===== src/logic/bss_regs.vh =====
// bss_regs.vh: constants for the boot source selector and its register window
// assumes inclusion by bare name from logic/ design files
`ifndef BSS_REGS_VH
`define BSS_REGS_VH

// ----------------------------------------------------------------------------
// option word fields
// ----------------------------------------------------------------------------
`define BSS_OPT_SWBOOT_BIT    26
`define BSS_OPT_NBOOT_BIT     27

// ----------------------------------------------------------------------------
// register byte offsets
// ----------------------------------------------------------------------------
`define BSS_REG_CTRL          8'h00
`define BSS_REG_STATUS        8'h04
`define BSS_REG_BOOTADDR      8'h08
`define BSS_REG_OPTWORD       8'h0C
`define BSS_REG_NSADDR0       8'h10
`define BSS_REG_NSADDR1       8'h14
`define BSS_REG_SECADDR       8'h18
`define BSS_REG_RSSADDR       8'h1C

// ----------------------------------------------------------------------------
// reset values and status encodings
// ----------------------------------------------------------------------------
`define BSS_RST_NSADDR0       32'h08000000
`define BSS_RST_NSADDR1       32'h0BF90000
`define BSS_RST_SECADDR       32'h0C000000
`define BSS_RST_RSSADDR       32'h0BF80000
`define BSS_RST_OPTWORD       32'h08000000
`define BSS_SRC_NS0           2'h0
`define BSS_SRC_NS1           2'h1
`define BSS_SRC_SEC           2'h2
`define BSS_SRC_RSS           2'h3
`define BSS_RESP_OKAY         2'h0
`define BSS_RESP_SLVERR       2'h2

`endif


===== src/logic/bss_sync3.v =====
// bss_sync3.v: three flop synchroniser with agreement filter for a pad level
// assumes the pad is asynchronous to ref_clk
`default_nettype none

module bss_sync3
(
  input  wire ref_clk,   // system clock
  input  wire sys_rst,   // async reset, active high
  input  wire padIn,     // raw pad level
  output reg  levelOut   // filtered level
);

  reg stage1Q;           // metastable stage, read only by stage2Q
  reg stage2Q;           // second stage
  reg stage3Q;           // third stage

  // ----------------------------------------------------------------------------
  // shift chain; level moves only when stage two and three agree
  // ----------------------------------------------------------------------------
  always @(posedge ref_clk or posedge sys_rst)
  begin
    if (sys_rst)
    begin
      stage1Q  <= 1'b0;
      stage2Q  <= 1'b0;
      stage3Q  <= 1'b0;
      levelOut <= 1'b0;
    end
    else
    begin
      stage1Q <= padIn;
      stage2Q <= stage1Q;
      stage3Q <= stage2Q;
      if (stage2Q == stage3Q)
      begin
        levelOut <= stage3Q;  // agreement: accept
      end
    end
  end

endmodule

`default_nettype wire


===== src/logic/bss_boot_source_selector.v =====
// bss_boot_source_selector.v: reset-time boot address selection with AXI4-Lite view
// assumes option bytes and boot addresses are stable from reset until capture,
// and that the core fetch waits for bootValid.
//
// How it works
// - boot select from strap or option bit
// - nonsecure primary address for its two cases
// - nonsecure alternate address for its cases
// - secure address with partitioning on, when locked or plain boot
// - root service entry on select or command, only with partitioning on and unlocked
// - loader image lives in system memory
`default_nettype none
`include "bss_regs.vh"

module bss_boot_source_selector #(
  parameter ADDR_W   = 8,                 // register window address width
  parameter SETTLE_N = 4                  // capture after SETTLE_N+1 settle cycles, covers sync
)
(
  input  wire              ref_clk,       // 25 MHz system clock
  input  wire              sys_rst,       // async reset, active high
  input  wire              bootStrapPad,  // boot strap pad level
  input  wire [31:0]       optionWord,    // nonvolatile option word
  input  wire              securityPartitionEnable, // security partitioning on
  input  wire              bootLock,      // forces secure address when partitioning is on
  input  wire [7:0]        rootSecurityServiceCmd,  // service command
  input  wire [31:0]       nonsecureBootAddrPrimary,
  input  wire [31:0]       nonsecureBootAddrAlternate,
  input  wire [31:0]       secureBootAddr,
  input  wire [31:0]       rootSecurityServiceAddr, // service entry point
  output reg  [31:0]       bootAddr,      // selected fetch address
  output reg               bootValid,     // address captured and held
  input  wire [ADDR_W-1:0] s_axi_awaddr,
  input  wire              s_axi_awvalid,
  output wire              s_axi_awready,
  input  wire [31:0]       s_axi_wdata,
  input  wire [3:0]        s_axi_wstrb,
  input  wire              s_axi_wvalid,
  output wire              s_axi_wready,
  output reg  [1:0]        s_axi_bresp,
  output reg               s_axi_bvalid,
  input  wire              s_axi_bready,
  input  wire [ADDR_W-1:0] s_axi_araddr,
  input  wire              s_axi_arvalid,
  output wire              s_axi_arready,
  output reg  [31:0]       s_axi_rdata,
  output reg  [1:0]        s_axi_rresp,
  output reg               s_axi_rvalid,
  input  wire              s_axi_rready
);

  // ----------------------------------------------------------------------------
  // states
  // ----------------------------------------------------------------------------
  localparam [2:0] ST_SETTLE = 3'b001;    // waiting for strap to settle
  localparam [2:0] ST_CAPT   = 3'b010;    // capture cycle
  localparam [2:0] ST_HOLD   = 3'b100;    // held until next reset

  reg  [2:0]  state_q;                    // one-hot state
  reg  [7:0]  settle_q;                   // settle counter
  reg  [1:0]  src_q;                      // captured source code
  reg         strap_q;                    // captured strap
  reg  [31:0] opt_q;                      // captured option word
  reg  [7:0]  ctrl_q;                     // scratch control, software owned
  wire        strapSync;                  // filtered strap level
  reg  [1:0]  src_d;                      // combinational source choice
  reg         effSel;                     // effective boot select

  // ----------------------------------------------------------------------------
  // strap pad synchroniser
  // ----------------------------------------------------------------------------
  bss_sync3 u_sync
  (
    .ref_clk  (ref_clk),
    .sys_rst  (sys_rst),
    .padIn    (bootStrapPad),
    .levelOut (strapSync)
  );

  // ----------------------------------------------------------------------------
  // source decision
  // ----------------------------------------------------------------------------
  always @*
  begin
    // strap or inverted option bit, chosen by software source bit
    if (optionWord[`BSS_OPT_SWBOOT_BIT])
      effSel = strapSync;
    else
      effSel = ~optionWord[`BSS_OPT_NBOOT_BIT];
    if (!securityPartitionEnable)
    begin
      // partitioning off: primary unless select is high
      src_d = effSel ? `BSS_SRC_NS1 : `BSS_SRC_NS0;
    end
    else if (bootLock)
    begin
      src_d = `BSS_SRC_SEC;
    end
    else if (effSel || (rootSecurityServiceCmd != 8'h00))
    begin
      src_d = `BSS_SRC_RSS;
    end
    else
    begin
      src_d = `BSS_SRC_SEC;
    end
  end

  // address mux; alternate defaults to the loader in system memory
  function [31:0] pickAddr;
    input [1:0] s;
    begin
      case (s)
        `BSS_SRC_NS0: pickAddr = nonsecureBootAddrPrimary;
        `BSS_SRC_NS1: pickAddr = nonsecureBootAddrAlternate;
        `BSS_SRC_SEC: pickAddr = secureBootAddr;
        default:      pickAddr = rootSecurityServiceAddr;
      endcase
    end
  endfunction

  // ----------------------------------------------------------------------------
  // capture sequence: one sample after release, then frozen
  // ----------------------------------------------------------------------------
  always @(posedge ref_clk or posedge sys_rst)
  begin
    if (sys_rst)
    begin
      state_q   <= ST_SETTLE;
      settle_q  <= 8'h00;
      src_q     <= `BSS_SRC_NS0;
      strap_q   <= 1'b0;
      opt_q     <= `BSS_RST_OPTWORD;
      bootAddr  <= `BSS_RST_NSADDR0;
      bootValid <= 1'b0;
    end
    else
    begin
      case (state_q)
        ST_SETTLE:
        begin
          // wait for synchroniser depth before trusting the strap
          settle_q <= settle_q + 8'h01;
          if (settle_q == SETTLE_N[7:0])
            state_q <= ST_CAPT;
        end
        ST_CAPT:
        begin
          src_q     <= src_d;
          strap_q   <= strapSync;
          opt_q     <= optionWord;
          bootAddr  <= pickAddr(src_d);
          bootValid <= 1'b1;
          state_q   <= ST_HOLD;
        end
        ST_HOLD:
        begin
          state_q <= ST_HOLD;      // nothing changes until sys_rst
        end
        default:
        begin
          state_q <= ST_SETTLE;    // recover from illegal code
        end
      endcase
    end
  end

  // ----------------------------------------------------------------------------
  // axi4-lite write: take address and data together, respond next cycle
  // ----------------------------------------------------------------------------
  wire wrGo = s_axi_awvalid && s_axi_wvalid && !s_axi_bvalid;
  assign s_axi_awready = wrGo;            // both taken in one edge
  assign s_axi_wready  = wrGo;

  always @(posedge ref_clk or posedge sys_rst)
  begin
    if (sys_rst)
    begin
      ctrl_q       <= 8'h00;
      s_axi_bvalid <= 1'b0;
      s_axi_bresp  <= `BSS_RESP_OKAY;
    end
    else
    begin
      if (wrGo)
      begin
        s_axi_bvalid <= 1'b1;
        if (s_axi_awaddr == `BSS_REG_CTRL)
        begin
          // only the scratch byte is writable; captured state is immune
          if (s_axi_wstrb[0])
            ctrl_q <= s_axi_wdata[7:0];
          s_axi_bresp <= `BSS_RESP_OKAY;
        end
        else if (s_axi_awaddr <= `BSS_REG_RSSADDR && s_axi_awaddr[1:0] == 2'b00)
          s_axi_bresp <= `BSS_RESP_SLVERR;   // read-only register
        else
          s_axi_bresp <= `BSS_RESP_SLVERR;   // unmapped
      end
      else if (s_axi_bready)
        s_axi_bvalid <= 1'b0;
    end
  end

  // ----------------------------------------------------------------------------
  // axi4-lite read: one cycle latency
  // ----------------------------------------------------------------------------
  assign s_axi_arready = !s_axi_rvalid;

  always @(posedge ref_clk or posedge sys_rst)
  begin
    if (sys_rst)
    begin
      s_axi_rvalid <= 1'b0;
      s_axi_rdata  <= 32'h00000000;
      s_axi_rresp  <= `BSS_RESP_OKAY;
    end
    else
    begin
      if (s_axi_arvalid && !s_axi_rvalid)
      begin
        s_axi_rvalid <= 1'b1;
        s_axi_rresp  <= `BSS_RESP_OKAY;
        if (s_axi_araddr == `BSS_REG_CTRL)
          s_axi_rdata <= {24'h000000, ctrl_q};
        else if (s_axi_araddr == `BSS_REG_STATUS)
          s_axi_rdata <= {27'h0000000, strap_q, src_q, bootValid, state_q[2]};
        else if (s_axi_araddr == `BSS_REG_BOOTADDR)
          s_axi_rdata <= bootAddr;
        else if (s_axi_araddr == `BSS_REG_OPTWORD)
          s_axi_rdata <= opt_q;
        else if (s_axi_araddr == `BSS_REG_NSADDR0)
          s_axi_rdata <= nonsecureBootAddrPrimary;
        else if (s_axi_araddr == `BSS_REG_NSADDR1)
          s_axi_rdata <= nonsecureBootAddrAlternate;
        else if (s_axi_araddr == `BSS_REG_SECADDR)
          s_axi_rdata <= secureBootAddr;
        else if (s_axi_araddr == `BSS_REG_RSSADDR)
          s_axi_rdata <= rootSecurityServiceAddr;
        else
        begin
          s_axi_rdata <= 32'h00000000;
          s_axi_rresp <= `BSS_RESP_SLVERR;   // unmapped
        end
      end
      else if (s_axi_rready)
        s_axi_rvalid <= 1'b0;
    end
  end

endmodule

`default_nettype wire


===== config.mk =====
export PLATFORM = sky130hd
export DESIGN_NAME = bss_boot_source_selector
export DESIGN_NICKNAME = d
export VERILOG_FILES = /design/src/logic/bss_sync3.v /design/src/logic/bss_boot_source_selector.v
export VERILOG_INCLUDE_DIRS = /design/src /design/src/logic
export SDC_FILE = /design/constraint.sdc
export NUM_CORES = 1
export LEC_CHECK = 0
export BUFFER_PORTS_ARGS = -buffer_cell sky130_fd_sc_hd__buf_2
export CAP_MARGIN = 20
export CELL_PAD_IN_SITES_DETAIL_PLACEMENT = 0
export CELL_PAD_IN_SITES_GLOBAL_PLACEMENT = 2
export CORE_AREA = 2 2 139 195
export CTS_BUF_LIST = sky130_fd_sc_hd__clkbuf_8
export DETAILED_ROUTE_END_ITERATION = 8
export DIE_AREA = 0 0 141 197
export HOLD_SLACK_MARGIN = 0.02
export PLACE_DENSITY = 0.87
export SYNTH_ARGS = -nofsm -noshare
export SYNTH_HDL_FRONTEND = slang
export SYNTH_SLANG_ARGS = --single-unit

===== constraint.sdc =====
create_clock -name ref_clk -period 4.07 [get_ports ref_clk]
set_clock_uncertainty 0.15 [all_clocks]
set_input_delay 0.2035 -clock ref_clk [delete_from_list [all_inputs] [get_ports ref_clk]]
set_output_delay 0.2035 -clock ref_clk [all_outputs]
set_load 0.05 [all_outputs]

Yosys cells after proc, flatten, opt, wreduce, memory -nomap -nowiden
Index checks and enable logic that the tools add are counted.
{"block": "word_totals", "regBits": 129, "wordCells": 77}
{"block": "classes", "add_sub_neg": 1, "eq_ne": 15, "muxes": 29, "n_bitwise": 1, "n_reduce_logical": 14}
{"operator": "$mux W32", "n": 8}
{"operator": "$pmux W32 S3", "n": 1}
{"operator": "$eq A8 B5 Y1 const B", "n": 4}
{"operator": "$mux W2", "n": 10}
{"operator": "$eq A8 B3 Y1 const B", "n": 2}
{"operator": "$eq A8 B4 Y1 const B", "n": 2}
{"operator": "$logic_not A8 Y1", "n": 2}
{"operator": "$add A8 B1 Y8 const B", "n": 1}
{"operator": "$mux W1", "n": 8}
{"operator": "$reduce_bool A8 Y1", "n": 1}
{"operator": "$pmux W3 S2", "n": 1}
{"operator": "$reduce_bool A2 Y1", "n": 2}
{"operator": "$eq A3 B1 Y1 const B", "n": 1}
{"operator": "$eq A3 B2 Y1 const B", "n": 1}
{"operator": "$eq A3 B3 Y1 const B", "n": 1}
{"operator": "$logic_and A1 B1 Y1", "n": 3}
{"operator": "$mux W3", "n": 1}
{"operator": "$reduce_and A3 Y1", "n": 1}
{"operator": "$eq A2 B1 Y1 const B", "n": 1}
{"operator": "$eq A2 B2 Y1 const B", "n": 1}
{"operator": "$logic_not A1 Y1", "n": 2}
{"operator": "$logic_not A2 Y1", "n": 1}
{"operator": "$ne A2 B2 Y1 const B", "n": 1}
{"operator": "$reduce_or A2 Y1", "n": 1}
{"operator": "other kinds (3)", "n": 3}

Logic depth before layout (Yosys ltp)
{"block": "depth", "depth_word": 9, "mapped_depth": 8, "mapped_depth_nobuf": 5}

By module
A second synthesis with hierarchy kept.
{"block": "unflattened", "cells_unflattened": 830, "area_unflattened_um2": 7699.9}
{"mod": "bss_boot_source_selector", "instances": 1, "cells_each": 824, "area_each_um2": 7584.8}
{"mod": "bss_sync3", "instances": 1, "cells_each": 6, "area_each_um2": 115.1}

Worst setup path after synthesis
OpenSTA, ideal clock, no wires.
{"block": "synth_timing", "kind": "reg-to-reg", "from": "register s_axi_rvalid", "to": "register s_axi_rdata[19]", "setup_time_ns": 0.083, "t_arrival_ns": 1.920, "required_ns": 3.837, "path_slack_ns": 1.917, "path_stages_with_launch": 6, "n_path_buf": 0, "period_less_slack_ns": 2.153, "path_cell_list": "dfrtp_1 inv_1 nand2_1 a21oi_1 o21ai_0 o21ai_0"}
{"block": "synth_via", "elab_chain_len": 2}
{"item": "start, declared", "line": "bss_boot_source_selector.v:48", "rtl": "output reg s_axi_rvalid,"}
{"item": "start signal, assigned", "line": "bss_boot_source_selector.v:214", "rtl": "s_axi_rvalid <= 1'b0;"}
{"item": "start signal, assigned", "line": "bss_boot_source_selector.v:222", "rtl": "s_axi_rvalid <= 1'b1;"}
{"item": "start signal, assigned", "line": "bss_boot_source_selector.v:247", "rtl": "s_axi_rvalid <= 1'b0;"}
{"item": "$logic_not A1 Y1"}
{"item": "via s_axi_arready", "line": "bss_boot_source_selector.v:45", "rtl": "output wire s_axi_arready,"}
{"item": "$logic_and A1 B1 Y1", "line": "bss_boot_source_selector.v:220", "rtl": "if (s_axi_arvalid && !s_axi_rvalid)"}
{"item": "end signal, assigned", "line": "bss_boot_source_selector.v:225", "rtl": "s_axi_rdata <= {24'h000000, ctrl_q};"}
{"item": "end signal, assigned", "line": "bss_boot_source_selector.v:227", "rtl": "s_axi_rdata <= {27'h0000000, strap_q, src_q, bootValid, state_q[2]};"}
{"item": "end signal, assigned", "line": "bss_boot_source_selector.v:229", "rtl": "s_axi_rdata <= bootAddr;"}
{"item": "end, declared", "line": "bss_boot_source_selector.v:46", "rtl": "output reg [31:0] s_axi_rdata,"}
The timed path passes the listed nets, and every way through them passes these cells.
A chain may end at the register's enable or synchronous reset.

Worst setup path in the final report
{"block": "layout_timing", "from": "input s_axi_araddr[7]", "to": "register s_axi_rdata[21]"}
{"block": "layout_via", "elab_chain_len": 9}
{"item": "start, declared", "line": "bss_boot_source_selector.v:43", "rtl": "input wire [ADDR_W-1:0] s_axi_araddr,"}
{"item": "$eq A8 B5 Y1 (no line)"}
{"item": "$mux W32", "line": "bss_boot_source_selector.v:238", "rtl": "else if (s_axi_araddr == `BSS_REG_RSSADDR)"}
{"item": "$mux W32", "line": "bss_boot_source_selector.v:236", "rtl": "else if (s_axi_araddr == `BSS_REG_SECADDR)"}
{"item": "$mux W32", "line": "bss_boot_source_selector.v:234", "rtl": "else if (s_axi_araddr == `BSS_REG_NSADDR1)"}
{"item": "$mux W32", "line": "bss_boot_source_selector.v:232", "rtl": "else if (s_axi_araddr == `BSS_REG_NSADDR0)"}
{"item": "$mux W32", "line": "bss_boot_source_selector.v:230", "rtl": "else if (s_axi_araddr == `BSS_REG_OPTWORD)"}
{"item": "$mux W32", "line": "bss_boot_source_selector.v:228", "rtl": "else if (s_axi_araddr == `BSS_REG_BOOTADDR)"}
{"item": "$mux W32", "line": "bss_boot_source_selector.v:226", "rtl": "else if (s_axi_araddr == `BSS_REG_STATUS)"}
{"item": "$mux W32 *", "line": "bss_boot_source_selector.v:224", "rtl": "if (s_axi_araddr == `BSS_REG_CTRL)"}
Mark *: on every way between the ends. The rest lies on a longest branch, timed or not.

==> reports/metrics.yaml <==
cts:
  htree_levels: 4
  clock_latency_ns: 0.47
  numCtsBuffers: 17
  ctsResizeCount: 0
  clockRootBuffer: "clkbuf_8"
  cts_tree: "built"
  clock_sinks: 127
  clkSlewWorstSetupHoldPaths_ns: 0.07
  clockBufferDepth: 2
global_routing:
  grt_pass1_vias: 8361
  antenna_found_initial: 2
  grt.overflow.total: 0
  grt_first_pass_wirelength_um: 47900
  grt_usage_pct: 22.7
  grt_max_degree: 84
worst_setup_path:
  r2r-end: "bootAddr[2]$_DFFE_PP0N_"
  start_kind: "primary input"
  r2r_cells: 7
  required_ns: 4.30
  crit_arrival_ns: 3.36
  end_kind: "flip-flop"
  worstReg2RegStart: "u_sync.levelOut$_DFFE_PP0N_"
  reg2reg_slack_ns: 0.99
  crit_type: "in2reg"
  cp_max_fo: 19
floorplan:
  die_h_um: 197
  die_w_um: 141
  io_pins: 304
  start_util_pct: 28.7
  die_area_um2: 27800
  num_rows: 70
  core-area_um2: 26000
route:
  drc: 0
  antenna_left: 0
  avgViaCountPerCell: 5.39
  wirelength_um: 31600
  wl_met3_um: 2010
  drtIter0Drc: 466
  avgRoutedWirePerCell_um: 21.1
  drtPass1Iterations: 5
  drt-met1-wl_um: 12100
  top_layer: "met5"
  dr_wl_met2_um: 16400
  route.vias.total: 8073
worst_hold_path:
  hold_path_depth: 5
  min-delay-start: "nonsecureBootAddrAlternate[9]"
  hp-class: "in2reg"
  hold_end: "s_axi_rdata[9]$_DFFE_PP0P_"
finish:
  final_cell_count_no_fill: 1497
  nNetsFinal: 1391
  drive_gt1_share_pct: 32.9
  syn_to_final_growth_pct: 46.6
  final_common_cell: "buf_2"
  finish.utilization_pct: 42.1
  mostFrequentLayoutCells: "buf_2 (273), dlygate4sd3_1 (145), dfrtp_1 (124)"
place:
  portBuffers: 274
  place_inst: 1319
  hpwl_um: 21300
  dp_slack_ns: 1.50
  place_congestion: 0.771
timing:
  fin_tns_setup_ns: 0
  finalWorstSetupSlack_ns: 0.932
  timing.final.crit_share_pct: 77.1
  rsz0062_at_grt: "no"
  hold_viol_final: 0
  clock.fmax_ghz: 0.319
  relSlewSlack_pct: 29.2
  maxSlewViolCount: 0
  setup_viol: 0
  worstMarginPinSlew_ns: 1.06
  post-route-min-period_ns: 3.14
power:
  powerDensity_nw_per_um2: 329
  p_leak_nw: 4.89
  irDropWorstVdd_v: 0.000185
logic_synthesis:
  synth_ff_type: "dfrtp_1"
  synth_top_cell_by_area: "dfrtp_1"
  synth.area.top_cells: "dfrtp_1 (41%), mux2i_1 (8.3%), mux2_2 (6.8%)"
  synth_edf_count: 0
  ys_seq_elements: 127
  syn_avg_cell_area_um2: 9.69
  yosys.area.top_type_share_pct: 41.5
  yosysWarningCount: 0
  synth_async_sr_flop_share_pct: 100
  seq_area_frac_synth_pct: 42.6
  synth.distinct_cells: 55
  synth.cell_area_um2: 7480
  netlist_instances: 772
run_status:
  status: "complete, no violations"
job:
  drv_cap: 0
==> layer usage <==
layer,vias to the layer above,GRT usage [%]
met4,2,10.3
met1,3919,26.2
met5,-,0
li1,3723,-
met3,64,5.05
met2,365,40.1
==> worst max-delay path, stage by stage <==
cell           delay [ns]
dlygate4sd3_1        0.53
buf_2                0.14
or4b_4               0.65
or2_1                0.63
a211oi_1             0.33
o21ai_0              0.12
dlygate4sd3_1        0.57
a31oi_1              0.17
==> kinds of logic (layout without fill, tap and decap cells) <==
kind of cell | count (synthesis) | count (layout) | share of synthesized area, %
other cells | 1 | 3 | 0.0502
flops | 127 | 127 | 42.6
mux | 108 | 108 | 15.4
buf+inv | 78 | 477 | 4.53
compound gates | 298 | 298 | 26.4
xor+xnor | 8 | 8 | 0.937
simple gates | 149 | 149 | 9.71
fa+ha+maj | 3 | 3 | 0.468
==> state kept, by name (all words and copies together), names as in the netlist, 2 cells and up <==
signal and count:
bootAddr 32, opt_q 32, s_axi_rdata 32, ctrl_q 8, settle_q 8, state_q 3, src_q 2
==> final cells by class <==
class	instances	area [µm²]
diodes	1	2.50
clock buffers	22	303
clock inverters	10	72.6
fillers	2556	15100
inverters	7	31.3
multi-input cells	568	3990
flip-flops and latches	127	3180
well taps	324	405
repair buffers	438	2970
==> cells in the mapped netlist (all sizes together) (3+ instances only) <==
cell     number
nor4          4
clkbuf       44
or4           8
a22oi         3
inv           7
o22ai        50
nand3        17
mux2i        62
a2bb2oi      36
a221o         3
buf          27
nor2b         8
nor3          6
o22a          3
a22o          6
a31oi        48
o211ai       10
and3          4
nor2         26
a211oi       13
dfrtp       124
or2           5
mux2         45
o21a         23
o21ai        68
nand2b        5
dfstp         3
a21oi        24
o221ai        3
nand2        57
xnor2         8
==> power breakdown <==
group          internal (mW)  switching (mW)  total (mW)
sequential              1.36          0.0743        1.44
clock                  0.551           0.529        1.08
combinational          0.419           0.663        1.08
==> worst max-delay path by stage <==
stage	startpoint	endpoint	slack, ns
floorplan	sys_rst	bootAddr[0]$_DFFE_PP0N_	0.34
CTS	s_axi_araddr[7]	s_axi_rdata[17]$_DFFE_PP0P_	0.99
global route	u_sync.levelOut$_DFFE_PP0N_	bootAddr[8]$_DFFE_PP0N_	0.79
finish	s_axi_araddr[7]	s_axi_rdata[21]$_DFFE_PP0P_	0.93
detailed placement	rootSecurityServiceCmd[3]	bootAddr[3]$_DFFE_PP0N_	1.50
global placement	securityPartitionEnable	bootAddr[3]$_DFFE_PP0N_	1.53
==> what timing repair did <==
action                                 CTS  global route
setup endpoints to repair                0             0
endpoints found under the hold margin  176             0
hold buffers                           145             0
setup buffers                            0             0
==> through the flow <==
step	hold WS (ns)	cell area (µm²)	total power, mW
floorplan	0.0849	7480	2.07
CTS	0.0203	11000	3.63
detailed placement	0.164	9130	2.41
global route	0.0577	11000	3.77
finish	0.0579	11000	3.60
global placement	0.166	9130	2.40
No activity file was read; power rests on OpenSTA's default activity.
